$ cat config.mk
export PLATFORM = sky130hd
export DESIGN_NAME = osc_and_timer_pin_select
export DESIGN_NICKNAME = d
export VERILOG_FILES = /design/src/design/osc_pin_ctrl.v /design/src/design/cc_pin_decode.v /design/src/design/osc_and_timer_pin_select.v
export VERILOG_INCLUDE_DIRS = /design/src /design/src/design
export SDC_FILE = /design/constraint.sdc
export NUM_CORES = 1
export LEC_CHECK = 0
export BUFFER_PORTS_ARGS = -buffer_cell sky130_fd_sc_hd__clkbuf_2
export CORE_UTILIZATION = 51
export DETAILED_ROUTE_END_ITERATION = 10
export GPL_TIMING_DRIVEN = 0
export HOLD_SLACK_MARGIN = 0.06
export PLACE_DENSITY_LB_ADDON = 0.15
export SLEW_MARGIN = 40
export SYNTH_ARGS = -nofsm -noshare
export SYNTH_HDL_FRONTEND = slang
export SYNTH_SLANG_ARGS = --single-unit
$ cat constraint.sdc
create_clock -name core_clk -period 2.2 [get_ports core_clk]
set_input_delay 0.11 -clock core_clk [delete_from_list [all_inputs] [get_ports core_clk]]
set_output_delay 0.11 -clock core_clk [all_outputs]
set_load 0.02 [all_outputs]
$ cat src/design/pin_select_regs.vh
// register offsets, field positions, reset values for the pin select block
`ifndef PIN_SELECT_REGS_VH
`define PIN_SELECT_REGS_VH

// register word offsets (byte addresses)
`define ADDR_CLK_CTRL     8'h00
`define ADDR_SERIAL_CTRL  8'h04
`define ADDR_PULSE_CTRL   8'h08
`define ADDR_CC_CTRL      8'h0C
`define ADDR_PORT_DIR     8'h10
`define ADDR_PORT_LATCH   8'h14
`define ADDR_PIN_STATUS   8'h18

// clock control fields
`define CLK_MAIN_SUB_SEL  0
`define CLK_SUB_STOP      1
`define CLK_SUB_PORT_SW   2
`define CLK_MAIN_STOP     3
`define CLK_ALL_STOP      4
`define CLK_MAIN_FB_DIS   5
`define CLK_SUB_FB_DIS    6
`define CLK_MAIN_PORT_SW  7
`define CLK_CTRL_RESET    8'h08

// serial control fields
`define SER_RX_SEL_LO     0
`define SER_MODE_LO       2
`define SER_I2C_BIT       5
`define SER_RX_SEL_I2C    2'h3
`define SER_MODE_I2C      3'h2
`define SER_CTRL_RESET    8'h00

// pulse timer control fields
`define PT_MODE_LO        0
`define PT_TOGGLE         2
`define PULSE_CTRL_RESET  8'h00

// capture/compare control: out disable a..d at 3:0, dual pwm bit at 4,
// pwm b..d at 7:5, trigger edge at 9:8, io ctrl a..d at 21:10
`define CC_OUT_DIS_LO     0
`define CC_DUAL_PWM       4
`define CC_PWM_LO         5
`define CC_TRIG_EDGE_LO   8
`define CC_IO_CTRL_LO     10
`define CC_OUT_DIS_RESET  4'hF
`define CC_DUAL_PWM_RESET 1'b1

// pin mode codes per pin; the status word does not report them
`define MODE_GPIO_IN      3'h0
`define MODE_GPIO_OUT     3'h1
`define MODE_PERIPH_OUT   3'h2
`define MODE_PERIPH_IN    3'h3
`define MODE_OSC          3'h4
`define MODE_I2C          3'h5

`endif

$ cat src/design/osc_pin_ctrl.v
// oscillator pin control for the main and sub clock pins
`timescale 1ns/1ps
module osc_pin_ctrl (
	// clock control bits
	input  wire main_sub_pin_select,
	input  wire sub_clock_stop,
	input  wire sub_port_switch,
	input  wire main_clock_stop,
	input  wire all_clock_stop,
	input  wire main_feedback_disable,
	input  wire sub_feedback_disable,
	input  wire main_port_switch,
	// oscillator circuit controls
	output reg  main_buf_en,
	output reg  main_fb_en,
	output reg  sub_buf_en,
	output reg  sub_fb_en,
	output wire osc_owns_pins
);

	wire main_mode;
	wire sub_mode;

	// pin mode decode
	assign main_mode = ~main_sub_pin_select & main_port_switch;
	assign sub_mode  = main_sub_pin_select & sub_port_switch &
		main_port_switch;
	assign osc_owns_pins = main_mode | sub_mode;

	// buffer and feedback resistor enables
	always @* begin
		main_buf_en = 1'b0;
		main_fb_en  = 1'b0;
		sub_buf_en  = 1'b0;
		sub_fb_en   = 1'b0;
		if (all_clock_stop) begin
			main_buf_en = 1'b0; // RULE6
		end else if (main_mode) begin
			main_buf_en = ~main_clock_stop; // RULE1 RULE2 RULE3
			main_fb_en  = ~main_feedback_disable; // RULE1 RULE2 RULE3
		end else if (sub_mode) begin
			sub_buf_en = ~sub_clock_stop; // RULE4 RULE5
			sub_fb_en  = ~sub_feedback_disable; // RULE4 RULE5
		end
	end

endmodule // osc_pin_ctrl

$ cat src/design/cc_pin_decode.v
// capture/compare timer pin mode decode for one channel
`timescale 1ns/1ps
module cc_pin_decode (
	// channel control
	input  wire       out_disable,
	input  wire       dual_pwm_mode_bit,
	input  wire       pwm_mode,
	input  wire [2:0] io_ctrl,
	input  wire [1:0] trig_edge,
	input  wire       is_chan_a,
	// decoded pin use
	output reg        drive_out,
	output reg        capture_in,
	output reg        trigger_in
);

	// channel mode decode
	always @* begin
		drive_out  = 1'b0;
		capture_in = 1'b0;
		trigger_in = 1'b0;
		if (!dual_pwm_mode_bit) begin
			if (is_chan_a) begin
				trigger_in = out_disable & (trig_edge != 2'b00); // RULE9
			end else begin
				drive_out = ~out_disable; // RULE10
			end
		end else if (pwm_mode && !is_chan_a) begin
			drive_out = ~out_disable; // RULE11
		end else if (io_ctrl[2]) begin
			capture_in = 1'b1; // RULE13
		end else begin
			drive_out = ~out_disable & (io_ctrl[1:0] != 2'b00); // RULE12
		end
	end

endmodule // cc_pin_decode

$ cat src/design/osc_and_timer_pin_select.v
// shared port pin function select with its control register file
//
// Operation
// RULE1: main pin mode with no stops enables the main buffer, feedback when its disable bit is low.
// RULE2: main pin mode, clock running, feedback disable high keeps buffer on and resistor off.
// RULE3: main pin mode with main stop high turns the buffer off; resistor follows its disable bit.
// RULE4: sub pin mode with no stops runs the sub buffer, resistor following its disable bit.
// RULE5: sub pin mode with sub stop high turns the sub buffer off; resistor still follows its bit.
// RULE6: all-clock-stop forces both buffers and both resistors off.
// RULE7: the shared pin is the serial i2c clock only with dir 0, rx select 11b, mode 010, i2c bit 1.
// RULE8: pulse timer pin mode decodes pulse, programmable, one-shot and wait one-shot outputs.
// RULE9: channel a is the dual pwm trigger input when disabled, dual pwm selected and edge nonzero.
// RULE10: channel b drives the dual pwm wave when enabled and dual pwm selected.
// RULE11: channels b to d drive the pwm wave when enabled in pwm mode.
// RULE12: in timer mode an enabled channel with io field 001 or 01x drives the compare output.
// RULE13: in timer mode an io field with its top bit set makes the pin a capture input.
// RULE14: an unclaimed pin is a general input or, with its direction bit set, a latch output.
// RULE15: all control bits reset to defaults that leave every shared pin a general input.
//
// The address-and-strobe port and the placing of the registers were chosen for this implementation.
`timescale 1ns/1ps
`include "pin_select_regs.vh"
module osc_and_timer_pin_select (
	// clock and reset
	input  wire        core_clk,
	input  wire        sys_rst,
	// register port
	input  wire [7:0]  reg_addr,
	input  wire [31:0] reg_wdata,
	input  wire        reg_wr,
	input  wire        reg_rd,
	output reg  [31:0] reg_rdata,
	// oscillator circuit controls
	output wire        main_buf_en,
	output wire        main_fb_en,
	output wire        sub_buf_en,
	output wire        sub_fb_en,
	// peripheral sources
	input  wire        serial_scl_out,
	input  wire        pulse_timer_wave,
	input  wire [3:0]  cc_wave,
	// pin 45: serial i2c clock or gpio
	input  wire        pin45_in,
	output reg         pin45_out,
	output reg         pin45_oe,
	output wire        serial_scl_in,
	// pins 46 and 47: oscillator or gpio
	input  wire        pin46_in,
	output reg         pin46_out,
	output reg         pin46_oe,
	input  wire        pin47_in,
	output reg         pin47_out,
	output reg         pin47_oe,
	// pulse timer pin
	output reg         pulse_timer_out_pin,
	output reg         pulse_timer_out_oe,
	output reg  [1:0]  pulse_timer_kind,
	// capture/compare pins a..d
	input  wire [3:0]  cc_pin_in,
	output reg  [3:0]  cc_pin_out,
	output reg  [3:0]  cc_pin_oe,
	output wire [3:0]  cc_capture_en,
	output wire        dual_pwm_trigger,
	// input samples for gpio
	output wire [2:0]  gpio_in
);

	////////////////////////////////////////////////////////////////////
	// control registers

	reg  [7:0]  clk_ctrl_ff;
	reg  [7:0]  ser_ctrl_ff;
	reg  [7:0]  pulse_ctrl_ff;
	reg  [21:0] cc_ctrl_ff;
	reg  [2:0]  port_dir_ff;
	reg  [2:0]  port_latch_ff;
	reg  [31:0] nxt_reg_rdata;
	wire [31:0] pin_status;
	wire        osc_owns_pins;
	wire        i2c_clk_sel;
	wire [3:0]  cc_drive;
	wire [3:0]  cc_trig;
	wire        pulse_active;

	// register writes, defaults leave pins as inputs
	always @(posedge core_clk or posedge sys_rst) begin
		if (sys_rst) begin
			clk_ctrl_ff   <= `CLK_CTRL_RESET; // RULE15
			ser_ctrl_ff   <= `SER_CTRL_RESET; // RULE15
			pulse_ctrl_ff <= `PULSE_CTRL_RESET; // RULE15
			cc_ctrl_ff    <= {18'h0_0000, `CC_OUT_DIS_RESET}; // RULE15
			port_dir_ff   <= 3'h0; // RULE15
			port_latch_ff <= 3'h0;
		end else if (reg_wr) begin
			if (reg_addr == `ADDR_CLK_CTRL) begin
				clk_ctrl_ff <= reg_wdata[7:0];
			end else if (reg_addr == `ADDR_SERIAL_CTRL) begin
				ser_ctrl_ff <= reg_wdata[7:0];
			end else if (reg_addr == `ADDR_PULSE_CTRL) begin
				pulse_ctrl_ff <= reg_wdata[7:0];
			end else if (reg_addr == `ADDR_CC_CTRL) begin
				cc_ctrl_ff <= reg_wdata[21:0];
			end else if (reg_addr == `ADDR_PORT_DIR) begin
				port_dir_ff <= reg_wdata[2:0];
			end else if (reg_addr == `ADDR_PORT_LATCH) begin
				port_latch_ff <= reg_wdata[2:0];
			end
		end
	end

	// read mux, unmapped addresses read zero
	always @* begin
		nxt_reg_rdata = 32'h0000_0000;
		if (!reg_rd) begin
			nxt_reg_rdata = 32'h0000_0000;
		end else if (reg_addr == `ADDR_CLK_CTRL) begin
			nxt_reg_rdata = {24'h00_0000, clk_ctrl_ff};
		end else if (reg_addr == `ADDR_SERIAL_CTRL) begin
			nxt_reg_rdata = {24'h00_0000, ser_ctrl_ff};
		end else if (reg_addr == `ADDR_PULSE_CTRL) begin
			nxt_reg_rdata = {24'h00_0000, pulse_ctrl_ff};
		end else if (reg_addr == `ADDR_CC_CTRL) begin
			nxt_reg_rdata = {10'h000, cc_ctrl_ff};
		end else if (reg_addr == `ADDR_PORT_DIR) begin
			nxt_reg_rdata = {29'h0000_0000, port_dir_ff};
		end else if (reg_addr == `ADDR_PORT_LATCH) begin
			nxt_reg_rdata = {29'h0000_0000, port_latch_ff};
		end else if (reg_addr == `ADDR_PIN_STATUS) begin
			nxt_reg_rdata = pin_status;
		end
	end

	// read data register, valid the cycle after the strobe only
	always @(posedge core_clk or posedge sys_rst) begin
		if (sys_rst) begin
			reg_rdata <= 32'h0000_0000;
		end else begin
			reg_rdata <= nxt_reg_rdata;
		end
	end

	////////////////////////////////////////////////////////////////////
	// oscillator pins

	osc_pin_ctrl u_osc (
		.main_sub_pin_select  (clk_ctrl_ff[`CLK_MAIN_SUB_SEL]),
		.sub_clock_stop       (clk_ctrl_ff[`CLK_SUB_STOP]),
		.sub_port_switch      (clk_ctrl_ff[`CLK_SUB_PORT_SW]),
		.main_clock_stop      (clk_ctrl_ff[`CLK_MAIN_STOP]),
		.all_clock_stop       (clk_ctrl_ff[`CLK_ALL_STOP]),
		.main_feedback_disable(clk_ctrl_ff[`CLK_MAIN_FB_DIS]),
		.sub_feedback_disable (clk_ctrl_ff[`CLK_SUB_FB_DIS]),
		.main_port_switch     (clk_ctrl_ff[`CLK_MAIN_PORT_SW]),
		.main_buf_en          (main_buf_en),
		.main_fb_en           (main_fb_en),
		.sub_buf_en           (sub_buf_en),
		.sub_fb_en            (sub_fb_en),
		.osc_owns_pins        (osc_owns_pins)
	);

	// oscillator pins released to gpio when no oscillator mode is set
	always @* begin
		pin46_out = port_latch_ff[1];
		pin46_oe  = port_dir_ff[1] & ~osc_owns_pins; // RULE14
		pin47_out = port_latch_ff[2];
		pin47_oe  = port_dir_ff[2] & ~osc_owns_pins; // RULE14
	end

	////////////////////////////////////////////////////////////////////
	// serial i2c clock pin

	assign i2c_clk_sel = ~port_dir_ff[0] &
		(ser_ctrl_ff[`SER_RX_SEL_LO+1:`SER_RX_SEL_LO] ==
		`SER_RX_SEL_I2C) &
		(ser_ctrl_ff[`SER_MODE_LO+2:`SER_MODE_LO] == `SER_MODE_I2C) &
		ser_ctrl_ff[`SER_I2C_BIT]; // RULE7

	// open-drain clock when selected, else port latch
	always @* begin
		if (i2c_clk_sel) begin
			pin45_out = 1'b0;
			pin45_oe  = ~serial_scl_out; // RULE7
		end else begin
			pin45_out = port_latch_ff[0];
			pin45_oe  = port_dir_ff[0]; // RULE14
		end
	end

	assign serial_scl_in = i2c_clk_sel ? pin45_in : 1'b1;
	assign gpio_in       = {pin47_in, pin46_in, pin45_in};

	////////////////////////////////////////////////////////////////////
	// pulse timer pin

	// kind: 0 pulse, 1 programmable, 2 one-shot, 3 wait one-shot
	assign pulse_active = (pulse_ctrl_ff[`PT_MODE_LO+1:`PT_MODE_LO]
		!= 2'b00);

	always @* begin
		pulse_timer_kind    = 2'b00;
		pulse_timer_out_pin = pulse_timer_wave;
		pulse_timer_out_oe  = pulse_active;
		case (pulse_ctrl_ff[`PT_MODE_LO+1:`PT_MODE_LO])
		2'b01: begin
			pulse_timer_kind = pulse_ctrl_ff[`PT_TOGGLE] ?
				2'b01 : 2'b00; // RULE8
		end
		2'b10: begin
			pulse_timer_kind = 2'b10; // RULE8
		end
		2'b11: begin
			pulse_timer_kind = 2'b11; // RULE8
		end
		default: begin
			pulse_timer_kind = 2'b00;
		end
		endcase
	end

	////////////////////////////////////////////////////////////////////
	// capture/compare channels

	genvar ch;
	generate
		for (ch = 0; ch < 4; ch = ch + 1) begin : g_cc
			cc_pin_decode u_dec (
				// c and d have no dual pwm use: hold them off there
				.out_disable      (cc_ctrl_ff[`CC_OUT_DIS_LO+ch] |
					((ch >= 2) & ~cc_ctrl_ff[`CC_DUAL_PWM])), // RULE10
				.dual_pwm_mode_bit(cc_ctrl_ff[`CC_DUAL_PWM]),
				.pwm_mode         ((ch == 0) ? 1'b0 :
					cc_ctrl_ff[`CC_PWM_LO+ch-1]),
				.io_ctrl          (cc_ctrl_ff[`CC_IO_CTRL_LO+3*ch+2:
					`CC_IO_CTRL_LO+3*ch]),
				.trig_edge        (cc_ctrl_ff[`CC_TRIG_EDGE_LO+1:
					`CC_TRIG_EDGE_LO]),
				.is_chan_a        ((ch == 0) ? 1'b1 : 1'b0),
				.drive_out        (cc_drive[ch]),
				.capture_in       (cc_capture_en[ch]),
				.trigger_in       (cc_trig[ch])
			);
		end
	endgenerate

	// channel pin drive
	always @* begin
		cc_pin_out = cc_wave;
		cc_pin_oe  = cc_drive;
	end

	assign dual_pwm_trigger = cc_trig[0] & cc_pin_in[0]; // RULE9

	// pin status word
	assign pin_status = {14'h0000, cc_capture_en, cc_drive, cc_trig[0],
		pulse_timer_kind, pulse_active, i2c_clk_sel, osc_owns_pins,
		sub_buf_en, sub_fb_en, main_buf_en, main_fb_en};

endmodule // osc_and_timer_pin_select

==> reports/metrics.cfg <==
[worst_setup_path]
reg2reg_slack_ns=0.51
end_kind=output pin
cp_max_fo=4
worstPathCellList=nor4bb_1 > nand4b_1 > or2_2 > clkbuf_2
cpPeakStageDelay_ns=0.43
critical-path-slowest-cell=dfrtp_1
worstPathArrival_ns=1.96
crit_type=reg2out
cp-start-kind=flip-flop
worstPathRequired_ns=2.09

[hold_path]
worstHoldPathType=in2reg

[layout]
drive_gt1_share_pct=46.0
layout_commonest_cell=clkbuf_2
finalCoreUtilization_pct=68.3
area_growth_pct=27.2
final_area_sq_mm=0.00474
num_antenna_cells=0
final_cell_mix=clkbuf_2, dfrtp_1, mux2_2
fin_cells=537
nNetsFinal=493

[synthesis]
syn_area_per_cell_sq_um=12.0
synth_top_family_by_area=multiplexers
yosys.area_share.xor_xnor_pct=0
yosys-top-cells-area=dfrtp_1, mux2_2, mux2_4
synthMuxAreaShare_pct=19.7
synthArstFlopShare_pct=100
synth-simple-area-share_pct=12.9
synthAdderAreaFrac_pct=0
synth-compound-area-share_pct=9.49
ys.warnings.count=0
ys.flop_type=dfrtp_1
synth_seq_cells=74
synth.distinct_cells=52
ys_seq_area_share_pct=49.8
synth_cells=310
synth_top_area_share_pct=46.3
synth_top_area_cell=dfrtp_1
synth_area_sq_mm=0.00373
synth_edf_count=0

[sta]
max-slew-margin-rel_pct=52.0
rsz0062_at_grt=no
hold_viol_final=0
fmax_mhz=484
fin_setup_tns_ns=0
finalSetupViolations=0
min_period_ns=2.07
finClkSkew_ns=0.00708
report.final.slew_viol_count=0
post-route-period-util_pct=93.9
worst_slew_pin_slew_ns=0.713

[die]
io_pins=120
die_area_sq_mm=0.00766
rows=30
fp.dieW_microns=87.5
fp.dieH_microns=87.5
core_sq_mm=0.00694
start_util_pct=53.7

[routing]
via_per_inst=5.39
routed_wl_mm=8.91
ant_nets=0
via_count=2895
dr.first_iter.drc_count=186
routedWlPerCell_microns=16.6
drc=0
drtPass1Iterations=4

[grt]
gr-usage-all-layers_pct=25.3
grt_pass1_vias=2746
grt_pass1_wl_mm=14.2
grt-ovfl-total=0
grt_antenna_before_repair=0
grt_max_degree=43

[outcome]
outcome=complete, no violations

[pwr]
p_leak_nw=2.47
ir_drop_mv=0.417
power_density_mw_per_mm2=613

[cts]
cts_root_buffer=clkbuf_8
clk_pin_slew_ns=0.07
cts_inserted_buffers=9
cts_tree=built
cts_hold_buf=19
cts_sinks=74
clk_path_buf_depth=2
clock_latency_ns=0.36
post-cts-setup-buffers=0
ctsResizeCount=0
htree_levels=3

[placement]
gp_congestion=0.839
placed_cells=502
io_buffer_count=86
dp_hpwl_mm=6.33
placed_area_sq_mm=0.00434

[flow_run]
cap_violations=0

[worst max-delay path, delay by kind of cell, from the launching register on]
kind | cells | cell delay (ns)
and+or+nand+nor | 3 | 1.02
buffers and inverters | 1 | 0.15
DFF | 1 | 0.43
[per-stage QoR]
| stage | setup WS (ns) | hold slack, ns | power (W) |
|---|---|---|---|
| detailed placement | -0.0410 | 0.100 | 0.00181 |
| CTS | 0.146 | 0.0820 | 0.00293 |
| floorplan | 0.217 | 0.242 | 0.00169 |
| global route | 0.0770 | 0.0938 | 0.00302 |
| global placement | -0.596 | 0.344 | 0.00179 |
| finish | 0.133 | 0.0873 | 0.00291 |
[power breakdown]
| part | internal, W | total, W | switching (W) | leakage, nW |
|---|---|---|---|---|
| registers | 0.00141 | 0.00145 | 0.0000438 | 1.01 |
| logic | 0.000168 | 0.000357 | 0.000189 | 1.35 |
| clock network | 0.000616 | 0.00110 | 0.000482 | 0.107 |
[final timing paths]
| kind | cells after the start | endpoint | startpoint |
|---|---|---|---|
| setup reg to reg | 4 | reg_rdata[5] | port_dir_ff[0] |
| min in group asynchronous | 3 | cc_ctrl_ff[19] | sys_rst |
| max in group asynchronous | 4 | cc_ctrl_ff[1] | sys_rst |
| setup / recovery | 4 | serial_scl_in | port_dir_ff[0] |
| hold reg to reg | 1 | pulse_ctrl_ff[7] | pulse_ctrl_ff[7] |
| hold / removal | 2 | cc_ctrl_ff[5] | reg_wdata[5] |
[cell families after synthesis]
kind of cell	Yosys count
AO/OA/AOI/OAI	50
other	1
multiplexers	57
AND/OR/NAND/NOR	80
buffers and inverters	48
flip-flops	74
[synthesized netlist by cell type (2+ instances only)]
| library cell | count |
|---|---|
| a21o_1 | 3 |
| mux2_4 | 20 |
| nand3_1 | 4 |
| a21oi_1 | 5 |
| and3_1 | 7 |
| mux2_2 | 32 |
| buf_6 | 2 |
| inv_1 | 6 |
| nor2_1 | 22 |
| dfstp_2 | 5 |
| mux2i_1 | 3 |
| nor2b_1 | 4 |
| o21ai_0 | 12 |
| o311ai_0 | 2 |
| a211oi_1 | 2 |
| o2111ai_1 | 2 |
| nand4b_1 | 2 |
| buf_4 | 26 |
| nor3b_1 | 3 |
| nand2_1 | 10 |
| nand4_1 | 3 |
| nor4_1 | 2 |
| nor3_1 | 2 |
| buf_2 | 3 |
| and2_1 | 6 |
| dfrtp_1 | 69 |
| a22oi_1 | 9 |
| or2_2 | 2 |
| o21bai_1 | 4 |
| clkbuf_1 | 10 |
| o22ai_1 | 2 |
| mux4_2 | 2 |
| a32o_1 | 4 |
| nor4b_1 | 2 |
[metal layers]
layer  global-route usage [%]  routed length (microns)  vias up
met4                     10.7                      195        0
li1                         -                        -     1335
met3                     5.56                      572       15
met1                     36.0                     4120     1419
met5                        0                        0        -
met2                     37.9                     4020      126
[area by class of cell]
type	instances	area, sq um
plain buffers	42	274
well taps	96	120
inverters	6	27.5
repair buffers	106	641
clock buffers	14	173
flip-flops and latches	74	1860
clock inverters	2	35.0
fillers	571	2200
multi-input cells	197	1620
[flip-flops by register name (all words and copies together), names as in the netlist]
signal	cells
cc_ctrl_ff	22
reg_rdata	22
clk_ctrl_ff	8
pulse_ctrl_ff	8
ser_ctrl_ff	8
port_dir_ff	3
port_latch_ff	3
(Power assumes the default switching activity.)
